[src/shared/tape_status_params.svh]
// Constants for the tape controller status and address response block
// What this block does
// - Status-in answers only on full address match
// - Flags high when true, low otherwise
// - Bit 9: unpowered, unloaded or offline
// - Bit 8: busy from motion start until stop
// - Refuse new control commands while busy
// - Bit 12 load point; refuse backspace, rewind
// - Bit 14 end of tape, sticky, non-blocking
// - Bit 11 file protect; refuse writes
// - Bit 15 tape mark read, spaced or written
// - Bit 6 set while rewinding
// - Bit 5 buffer unavailable set/clear
// - Refuse data transfers while buffer unavailable
// - Bit 4 odd length, low byte zero
// - Bit 13 lost data on missed window
// - Bit 10 parity error, read and write
// - Never acknowledge status-in
// - Status-in drops pending service request
// - Address-in ignores select field
// - Address out only if requesting, highest
// - Address-in: no acknowledge, drop request
// - Data acks need buffer state, last command
// - Reissue request when ready or motion stops at end of operation
`ifndef TAPE_STATUS_PARAMS_SVH
`define TAPE_STATUS_PARAMS_SVH
`define SB_LEN_ERR     4
`define SB_BUF_NA      5
`define SB_REWINDING   6
`define SB_BUSY        8
`define SB_NOT_READY   9
`define SB_PARITY     10
`define SB_PROTECT    11
`define SB_LOAD_POINT 12
`define SB_LOST_DATA  13
`define SB_END_TAPE   14
`define SB_TAPE_MARK  15
`define STATUS_W      16
`define ADDR_W         8
`define LOW_BYTE_ZERO 8'h00
`endif

[src/shared/tape_status_pkg.sv]
// Types shared by the tape status block
package tape_status_pkg;
  typedef enum logic [1:0] {
    last_none,
    last_read,
    last_write
  } last_cmd_e;
  typedef logic [15:0] word_t;
endpackage

[src/shared/tape_flags_if.sv]
// Condition flags passed from the flag tracker to the status assembler
`default_nettype none
interface tape_flags_if;
  logic busy;
  logic end_tape;
  logic tape_mark;
  logic buf_na;
  logic len_err;
  logic lost_data;
  logic parity_err;
  modport source (output busy, end_tape, tape_mark, buf_na, len_err,
                  lost_data, parity_err);
  modport sink (input busy, end_tape, tape_mark, buf_na, len_err,
                lost_data, parity_err);
endinterface
`default_nettype wire

[src/rtl/tape_status_flags.sv]
// Sticky condition flags of the tape controller
`include "tape_status_params.svh"
`default_nettype none
module tape_status_flags (
  // Clock and reset
  input  wire logic ref_clk,
  input  wire logic rst,
  // Events from the transport and datapath
  input  wire logic motion_start,
  input  wire logic motion_stop,
  input  wire logic eot_fwd,
  input  wire logic eot_back,
  input  wire logic unit_online,
  input  wire logic unit_change,
  input  wire logic op_start,
  input  wire logic mark_seen,
  input  wire logic buf_ready,
  input  wire logic data_taken,
  input  wire logic odd_block_end,
  input  wire logic miss_window,
  input  wire logic late_write,
  input  wire logic check_fail,
  // Flags out
  tape_flags_if.source flags
);
  import tape_status_pkg::*;
  typedef struct packed {
    logic busy;
    logic end_tape;
    logic tape_mark;
    logic buf_na;
    logic len_err;
    logic lost_data;
    logic parity_err;
  } flag_state_s;
  flag_state_s state_reg;
  flag_state_s state_next;
  // Sets win over clears so an event on the clearing cycle survives
  always_comb begin
    state_next = state_reg;
    if (motion_stop)
      state_next.busy = 1'b0;
    if (motion_start)
      state_next.busy = 1'b1;
    if (eot_back || !unit_online || unit_change)
      state_next.end_tape = 1'b0;
    if (eot_fwd)
      state_next.end_tape = 1'b1;
    // A new operation clears the results of the previous one
    if (op_start) begin
      state_next.tape_mark  = 1'b0;
      state_next.len_err    = 1'b0;
      state_next.lost_data  = 1'b0;
      state_next.parity_err = 1'b0;
    end
    if (mark_seen)
      state_next.tape_mark = 1'b1;
    if (buf_ready)
      state_next.buf_na = 1'b0;
    if (data_taken)
      state_next.buf_na = 1'b1;
    if (odd_block_end)
      state_next.len_err = 1'b1;
    if (miss_window || late_write)
      state_next.lost_data = 1'b1;
    if (check_fail)
      state_next.parity_err = 1'b1;
  end
  // Buffer starts unavailable until the datapath says otherwise
  always_ff @(posedge ref_clk) begin
    if (rst) begin
      state_reg        <= '0;
      state_reg.buf_na <= 1'b1;
    end else begin
      state_reg <= state_next;
    end
  end
  assign flags.busy       = state_reg.busy;
  assign flags.end_tape   = state_reg.end_tape;
  assign flags.tape_mark  = state_reg.tape_mark;
  assign flags.buf_na     = state_reg.buf_na;
  assign flags.len_err    = state_reg.len_err;
  assign flags.lost_data  = state_reg.lost_data;
  assign flags.parity_err = state_reg.parity_err;
endmodule
`default_nettype wire

[src/rtl/tape_status_response.sv]
// I/O bus response: status-in, address-in, data acks and service request
`include "tape_status_params.svh"
`default_nettype none
module tape_status_response #(
  parameter logic [7:0] OWN_ADDR = 8'h07
) (
  // Clock and reset
  input  wire logic                  ref_clk,
  input  wire logic                  rst,
  // I/O instruction strobes, one cycle each
  input  wire logic                  status_in_instruction,
  input  wire logic                  address_in_instruction,
  input  wire logic                  data_in_instruction,
  input  wire logic                  data_out_instruction,
  input  wire logic                  control_instruction,
  input  wire logic [7:0]            instruction_select_field,
  // Control command class, valid with control_instruction
  input  wire logic                  cmd_is_read,
  input  wire logic                  cmd_is_write,
  input  wire logic                  cmd_is_backspace,
  input  wire logic                  cmd_is_rewind,
  // Precedence chain: high when no higher requester
  input  wire logic                  precedence_in,
  // Transport levels
  input  wire logic                  unit_powered,
  input  wire logic                  tape_loaded,
  input  wire logic                  unit_online,
  input  wire logic                  at_load_point,
  input  wire logic                  write_ring,
  input  wire logic                  rewinding,
  // Transport and datapath events, one cycle each
  input  wire logic                  motion_start,
  input  wire logic                  motion_stop,
  input  wire logic                  eot_fwd,
  input  wire logic                  eot_back,
  input  wire logic                  unit_change,
  input  wire logic                  mark_seen,
  input  wire logic                  buf_ready,
  input  wire logic                  odd_block_end,
  input  wire logic                  miss_window,
  input  wire logic                  end_block_started,
  input  wire logic                  end_of_operation,
  input  wire logic                  check_fail,
  // Buffer word from the datapath for data-in
  input  wire logic [15:0]           read_word,
  // Answers to the processor
  output logic                       acknowledge,
  output logic                       service_request,
  output logic [15:0]                accumulator_out,
  output logic                       accumulator_valid,
  // Accepted commands to the datapath
  output logic                       command_accepted,
  output logic                       data_out_accepted
);
  import tape_status_pkg::*;
  // Strobes are sampled and answered through the register on the same edge.
  // Answers are withdrawn one edge later; the host reads in between.
  // Limitation: a ready event in a drop cycle raises the request again,
  // so the host may see a request just after reading status.

  typedef struct packed {
    logic         ack;
    logic         srq;
    word_t        acc;
    logic         acc_valid;
    logic         cmd_ok;
    logic         dout_ok;
    last_cmd_e    last_cmd;
  } resp_state_s;

  resp_state_s state_reg;
  resp_state_s state_next;

  tape_flags_if flags ();
  logic [15:0]  status_word;
  logic         addr_hit;
  logic         din_ok;
  logic         dout_ok;
  logic         ctl_ok;
  logic         op_start;
  logic         late_write;
  word_t        din_word;

  // Full eight-bit select compare; shared by every addressed instruction
  function automatic logic match_addr(input logic [7:0] sel);
    match_addr = (sel == OWN_ADDR);
  endfunction

  assign addr_hit = match_addr(instruction_select_field);

  // Nets of the refusal and request logic
  logic         protect_on;
  logic         data_taken;
  logic         own_status;
  logic         addr_answer;
  logic         buf_free;
  logic         last_rd;
  logic         last_wr;
  logic         srq_drop;
  logic         srq_raise;
  // Answer mux outputs
  word_t        answer_word;
  logic         answer_valid;

  // Width of the byte that a short block leaves empty
  localparam int LOW_W = $bits(`LOW_BYTE_ZERO);

  // Command refusals kept in one place for the control decode
  function automatic logic cmd_refused(
    input logic busy,
    input logic load_point,
    input logic protect,
    input logic back,
    input logic rew,
    input logic wr
  );
    cmd_refused = 1'b0;
    // Any new command waits for tape motion to end
    if (busy)
      cmd_refused = 1'b1;

    // Nothing lies behind the load point
    if (load_point && (back || rew))
      cmd_refused = 1'b1;

    // No ring, no writing
    if (protect && wr)
      cmd_refused = 1'b1;
  endfunction

  // Class of an accepted command for the later data acknowledges
  function automatic last_cmd_e cmd_class(
    input logic rd,
    input logic wr
  );
    if (rd) begin
      cmd_class = last_read;
    end else if (wr) begin
      cmd_class = last_write;
    end else begin
      cmd_class = last_none;
    end
  endfunction

  // Own address placed in the low bits, the rest zero
  function automatic word_t addr_word(input logic [7:0] a);
    addr_word              = '0;
    addr_word[`ADDR_W-1:0] = a;
  endfunction

  // Sticky condition flags, set by events, cleared by new operations or by their own clearing events
  tape_status_flags tape_status_flags_inst (
    // Clock and reset
    .ref_clk       (ref_clk),
    .rst           (rst),
    // Transport events
    .motion_start  (motion_start),
    .motion_stop   (motion_stop),
    .eot_fwd       (eot_fwd),
    .eot_back      (eot_back),
    .unit_online   (unit_online),
    .unit_change   (unit_change),
    .mark_seen     (mark_seen),
    // Operation and data events
    .op_start      (op_start),
    .buf_ready     (buf_ready),
    .data_taken    (data_taken),
    .odd_block_end (odd_block_end),
    .miss_window   (miss_window),
    .late_write    (late_write),
    .check_fail    (check_fail),
    // Flags out
    .flags         (flags)
  );

  // Status word from live transport levels and the held flags
  tape_status_word tape_status_word_inst (
    // Transport levels
    .unit_powered  (unit_powered),
    .tape_loaded   (tape_loaded),
    .unit_online   (unit_online),
    .at_load_point (at_load_point),
    .write_ring    (write_ring),
    .rewinding     (rewinding),
    // Flags in
    .flags         (flags),
    // Word out
    .word          (status_word)
  );

  // File protect is read back from the word so both agree
  assign protect_on = status_word[`SB_PROTECT];

  // Status-in aimed here by the full select field
  assign own_status = status_in_instruction && addr_hit;

  // Address-in looks only at our request and the precedence chain
  assign addr_answer = address_in_instruction
                       && state_reg.srq
                       && precedence_in;

  // Buffer and last command qualifiers for both data paths
  assign buf_free = !flags.buf_na;
  assign last_rd  = (state_reg.last_cmd == last_read);
  assign last_wr  = (state_reg.last_cmd == last_write);

  // Data transfers run during motion, so busy gates commands only
  assign din_ok = data_in_instruction
                  && addr_hit
                  && buf_free
                  && last_rd;

  // Data after the block closed is refused
  // and flagged as lost data
  assign late_write = data_out_instruction
                      && addr_hit
                      && last_wr
                      && (end_block_started || end_of_operation);

  // Data-out needs an empty buffer and an open write
  assign dout_ok = data_out_instruction
                   && addr_hit
                   && buf_free
                   && !late_write
                   && last_wr;

  // Control commands pass the refusal checks before acceptance
  assign ctl_ok = control_instruction
                  && addr_hit
                  && !cmd_refused(flags.busy,
                                  at_load_point,
                                  protect_on,
                                  cmd_is_backspace,
                                  cmd_is_rewind,
                                  cmd_is_write);

  // Any accepted command opens a new operation
  // and clears the results of the one before
  assign op_start = ctl_ok;

  // Each executed data instruction empties or fills the buffer
  assign data_taken = din_ok || dout_ok;

  // Request drops on status-in, address-in and every data transfer
  assign srq_drop = own_status
                    || address_in_instruction
                    || data_taken;

  // Request returns when the buffer is ready or motion ends the job
  assign srq_raise = buf_ready
                     || (motion_stop && end_of_operation);

  // Short blocks leave the low byte of the last word empty;
  // the host tells them apart by the length error flag
  always_comb begin
    din_word = read_word;
    if (flags.len_err) begin
      din_word[LOW_W-1:0] = `LOW_BYTE_ZERO;
    end
  end

  // Answer word; at most one instruction is on the bus per cycle
  always_comb begin
    answer_word  = '0;
    answer_valid = 1'b0;

    if (own_status) begin
      answer_word  = status_word;
      answer_valid = 1'b1;
    end

    if (addr_answer) begin
      answer_word  = addr_word(OWN_ADDR);
      answer_valid = 1'b1;
    end

    if (din_ok) begin
      answer_word  = din_word;
      answer_valid = 1'b1;
    end
  end

  // Next state: answers stand for a single cycle, then fall back
  always_comb begin
    state_next = state_reg;
    // Pulses drop every cycle; the word follows the answer mux
    state_next.ack       = 1'b0;
    state_next.acc       = answer_word;
    state_next.acc_valid = answer_valid;
    state_next.cmd_ok    = 1'b0;
    state_next.dout_ok   = 1'b0;

    // Status-in and address-in never raise the acknowledge
    // Data-in is acknowledged along with its word
    if (din_ok) begin
      state_next.ack = 1'b1;
    end

    // Data-out is taken by the datapath on the next cycle
    if (dout_ok) begin
      state_next.ack     = 1'b1;
      state_next.dout_ok = 1'b1;
    end

    // Accepted commands are acknowledged and their class remembered
    if (ctl_ok) begin
      state_next.ack      = 1'b1;
      state_next.cmd_ok   = 1'b1;
      state_next.last_cmd = cmd_class(cmd_is_read, cmd_is_write);
    end

    // Raising wins, so a ready event in a drop cycle is not lost
    if (srq_drop) begin
      state_next.srq = 1'b0;
    end
    if (srq_raise) begin
      state_next.srq = 1'b1;
    end
  end

  // One register for the whole response state
  always_ff @(posedge ref_clk) begin
    if (rst) begin
      // No answer, no request, no command class
      state_reg <= '0;
    end else begin
      state_reg <= state_next;
    end
  end

  // Handshake answers
  assign acknowledge       = state_reg.ack;
  assign service_request   = state_reg.srq;

  // Accepted-command strobes to the datapath
  assign command_accepted  = state_reg.cmd_ok;
  assign data_out_accepted = state_reg.dout_ok;

  // Data answers
  assign accumulator_out   = state_reg.acc;
  assign accumulator_valid = state_reg.acc_valid;
endmodule
`default_nettype wire

[src/rtl/tape_status_word.sv]
// Assembles the status word from live transport levels and held flags
`include "tape_status_params.svh"
`default_nettype none
module tape_status_word (
  // Transport levels
  input  wire logic        unit_powered,
  input  wire logic        tape_loaded,
  input  wire logic        unit_online,
  input  wire logic        at_load_point,
  input  wire logic        write_ring,
  input  wire logic        rewinding,
  // Held flags
  tape_flags_if.sink       flags,
  // Assembled word
  output logic [15:0]      word
);
  import tape_status_pkg::*;
  // Unassigned positions stay zero; each flag is a plain level
  always_comb begin
    word                      = '0;
    word[`SB_NOT_READY]       = !unit_powered || !tape_loaded
                                || !unit_online;
    word[`SB_BUSY]            = flags.busy;
    word[`SB_LOAD_POINT]      = at_load_point;
    word[`SB_END_TAPE]        = flags.end_tape;
    word[`SB_PROTECT]         = !write_ring;
    word[`SB_TAPE_MARK]       = flags.tape_mark;
    word[`SB_REWINDING]       = rewinding;
    word[`SB_BUF_NA]          = flags.buf_na;
    word[`SB_LEN_ERR]         = flags.len_err;
    word[`SB_LOST_DATA]       = flags.lost_data;
    word[`SB_PARITY]          = flags.parity_err;
  end
endmodule
`default_nettype wire

[config.mk]
export PLATFORM = sky130hd
export DESIGN_NAME = tape_status_response
export DESIGN_NICKNAME = d
export VERILOG_FILES = /design/src/shared/tape_status_pkg.sv /design/src/shared/tape_flags_if.sv /design/src/rtl/tape_status_flags.sv /design/src/rtl/tape_status_response.sv /design/src/rtl/tape_status_word.sv
export VERILOG_INCLUDE_DIRS = /design/src /design/src/shared
export SDC_FILE = /design/constraint.sdc
export NUM_CORES = 1
export LEC_CHECK = 0
export BUFFER_PORTS_ARGS = -buffer_cell sky130_fd_sc_hd__buf_2
export CAP_MARGIN = 30
export CORE_AREA = 3 3 58 60
export CTS_CLUSTER_SIZE = 40
export DETAILED_ROUTE_END_ITERATION = 10
export DIE_AREA = 0 0 61 63
export PLACE_DENSITY = 0.78
export SLEW_MARGIN = 20
export SYNTH_ARGS = -nofsm -noshare
export SYNTH_HDL_FRONTEND = slang
export SYNTH_SLANG_ARGS = --single-unit
export TNS_END_PERCENT = 20
[constraint.sdc]
create_clock -name ref_clk -period 4.05 [get_ports ref_clk]
set_input_delay 0 -clock ref_clk [delete_from_list [all_inputs] [get_ports ref_clk]]
set_output_delay 0 -clock ref_clk [all_outputs]
set_load 0.02 [all_outputs]
==> results.cfg <==
[setup_path]
slowest_stage = dlygate4sd3_1
path_class = register to register
reg2reg_depth = 6
worst-path-stages = 6
start_kind = register
path_cells = nand4bb_1, nand3_1, nor3_1, buf_2, a22o_1, dlygate4sd3_1
required_ns = 4.33
cp_slowest_stage_delay_ns = 0.55
crit_arrival_ns = 2.53
path_buf_inv = 2
crit_family = simple AND/OR/NAND/NOR gates
path_max_fanout = 8
endpoint_kind = register

[global_routing]
grt_max_degree = 20
overflow = 0
grt_pass1_vias = 1239
grt_pass1_wl_mm = 5.13
antenna_found_initial = 0
grt_usage_pct = 17.9

[timing]
fin_ws_ns = 1.79
rsz0062_at_grt = false
skew_ns = 0.00478
maxSlewHeadroom_pct = 56.9
setup_viol = 0
timing.fmax_mhz = 443
tightestPinTransition_ns = 0.646
period_minus_slack_ns = 2.26
finalHoldViolCount = 0
slew_violations = 0
period_share_pct = 55.7
tns_ns = 0

[pwr]
worst_ir_drop_vdd_uv = 184
power_density_nw_per_um2 = 307
finalPower_uw = 598
p_leak_uw = 0.000957

[placed_design]
numPortBuffers = 74
hpwlAfterDp_mm = 2.16
place_congestion = 0.707
dp_cells = 221
place_worst_setup_slack_ns = 2.20

[synth]
synth.avg_cell_area_um2 = 9.39
syn_nets = 187
synth_most_common_cell = dfxtp_1
synth_largest_area_cell = dfxtp_1
synth.area.top_cells = dfxtp_1 48%, buf_4 9.6%, a22o_1 7.7%
synth_edf_count = 0
synth_common_cells = 30 x dfxtp_1, 16 x buf_4, 15 x a21oi_1, 11 x a22o_1, 11 x inv_1
synth_top_area_share_pct = 48.1
yosysSeqAreaShare_pct = 48.1
ys.flop_type = dfxtp_1
synth_seq_cells = 30
ys_async_sr_fraction_pct = 0
ys_types = 32
postSynthCellCount = 133
syn_area_um2 = 1250
yosys_warnings = 0

[cts]
cts_sinks = 30
clk_pin_slew_worst_paths_ns = 0.09
h-tree-depth = 2
cts_tree = built
cts_made_buffers = 5
clock_tree.root_cell = clkbuf_4
insertion_delay_ns = 0.33
clk_path_buf_depth = 2

[die]
die_x_um = 61
start_util_pct = 41.9
core-area_um2 = 2980
io_pins = 75
num_rows = 20
die_h_um = 63
dieArea_um2 = 3840

[cells_and_area]
areaGrowthSynthToFinish_pct = 55.9
n_antenna_cell = 0
largest_reg_flops = 16
finalNonFillerCells = 263
drive_above_1_share_pct = 37.8
num-nets-final = 283

[drt]
avgRoutedWirePerCell_um = 12.0
drt_first_pass_iters = 4
vias_per_cell = 4.89
vias = 1287
drt-initial-drc-count = 25
routed_wl_mm = 3.14
drc = 0
ant_nets = 0

[run_status]
status = completed

[min_path]
holdPathStages = 4
hp-class = primary input to register

[job]
cap_violations = 0
## tightest hold or removal path: stages
cell and delay, ns:
buf_2 0.10, inv_1 0.06, or4_1 0.10, a21oi_1 0.05
## cells by family after synthesis
family                 Yosys count  synth area share, %
AO/OA/AOI/OAI                   41                 21.4
flip-flops                      30                 48.1
AND/OR/NAND/NOR                 31                 16.1
buffers and inverters           31                 14.3
## placed cells by master (no fill, tap or decap)
cell type / Yosys / layout
o2111ai_1: 1 / 1
nor4_1: 1 / 1
or2_4: 1 / 1
buf_2: 2 / 75
or2_2: 1 / 1
a22o_1: 11 / 11
nand3b_1: 1 / 1
o211ai_1: 1 / 1
nor4_4: 1 / 1
and2_1: 2 / 2
or4_4: 1 / 1
a311oi_1: 1 / 1
nand4b_1: 1 / 1
nor4bb_1: 1 / 1
nor3_1: 3 / 3
a211o_1: 2 / 2
nand3_1: 3 / 3
a21oi_1: 15 / 15
dfxtp_1: 30 / 30
clkbuf_4: 0 / 5
and2b_1: 1 / 1
clkbuf_8: 0 / 3
dlygate4sd3_1: 0 / 34
o21ai_0: 8 / 8
or4_1: 1 / 1
nand2_1: 3 / 3
a31oi_1: 1 / 1
a21o_1: 1 / 1
nor2b_1: 1 / 1
nand4bb_1: 1 / 1
inv_1: 11 / 11
nor2_1: 6 / 6
or3_1: 2 / 2
## metrics by stage
step | utilization (%) | cell area, um^2 | hold WS (ns)
final | 65.4 | 1950 | 0.0288
after CTS | 65.4 | 1950 | 0.00959
after global placement | 51.1 | 1520 | 0.206
after global routing | 65.4 | 1950 | 0.0478
after floorplan | - | 1250 | 0.117
after detailed placement | 51.3 | 1530 | 0.207
## worst paths after layout
path / to / slack (ns) / startpoint
worst min-delay path: state_reg[1]$_SDFFE_PP0P_ / 0.03 / cmd_is_write
worst max register to register: accumulator_out[11]$_SDFF_PP0_ / 1.79 / tape_status_flags_inst.flags.buf_na$_SDFFE_PP1P_
worst min register to register: accumulator_out[10]$_SDFF_PP0_ / 0.47 / tape_status_flags_inst.flags.parity_err$_SDFFE_PP0P_
worst max-delay path: accumulator_out[11]$_SDFF_PP0_ / 1.79 / tape_status_flags_inst.flags.buf_na$_SDFFE_PP1P_
## power breakdown
| part | internal, uW | switching [uW] |
|---|---|---|
| Combinational | 46.1 | 27.0 |
| Clock | 118 | 101 |
| Sequential | 301 | 4.28 |
## layer usage
layer	global-route usage (%)	share of wire, %	up-vias
met5	0	0	-
met4	9.76	2.3	0
met3	5.99	8.7	6
met2	30.5	49	57
met1	18.5	40	577
li1	-	-	647
## timing repair
item                       in CTS  in global routing
hold buffers                   34                  0
hold endpoints to repair       27                  0
buffers inserted                0                  0
setup endpoints to repair       0                  0
gates resized for setup         0                  0
## final cells by class
type	instances	area, um^2
Clock buffer	8	78.8
Fill cell	249	1030
Inverter	11	41.3
Multi-Input combinational cell	72	469
Sequential cell	30	601
Tap cell	33	41.3
Timing Repair Buffer	109	716
Note: power is estimated with default switching activity, not from simulation.
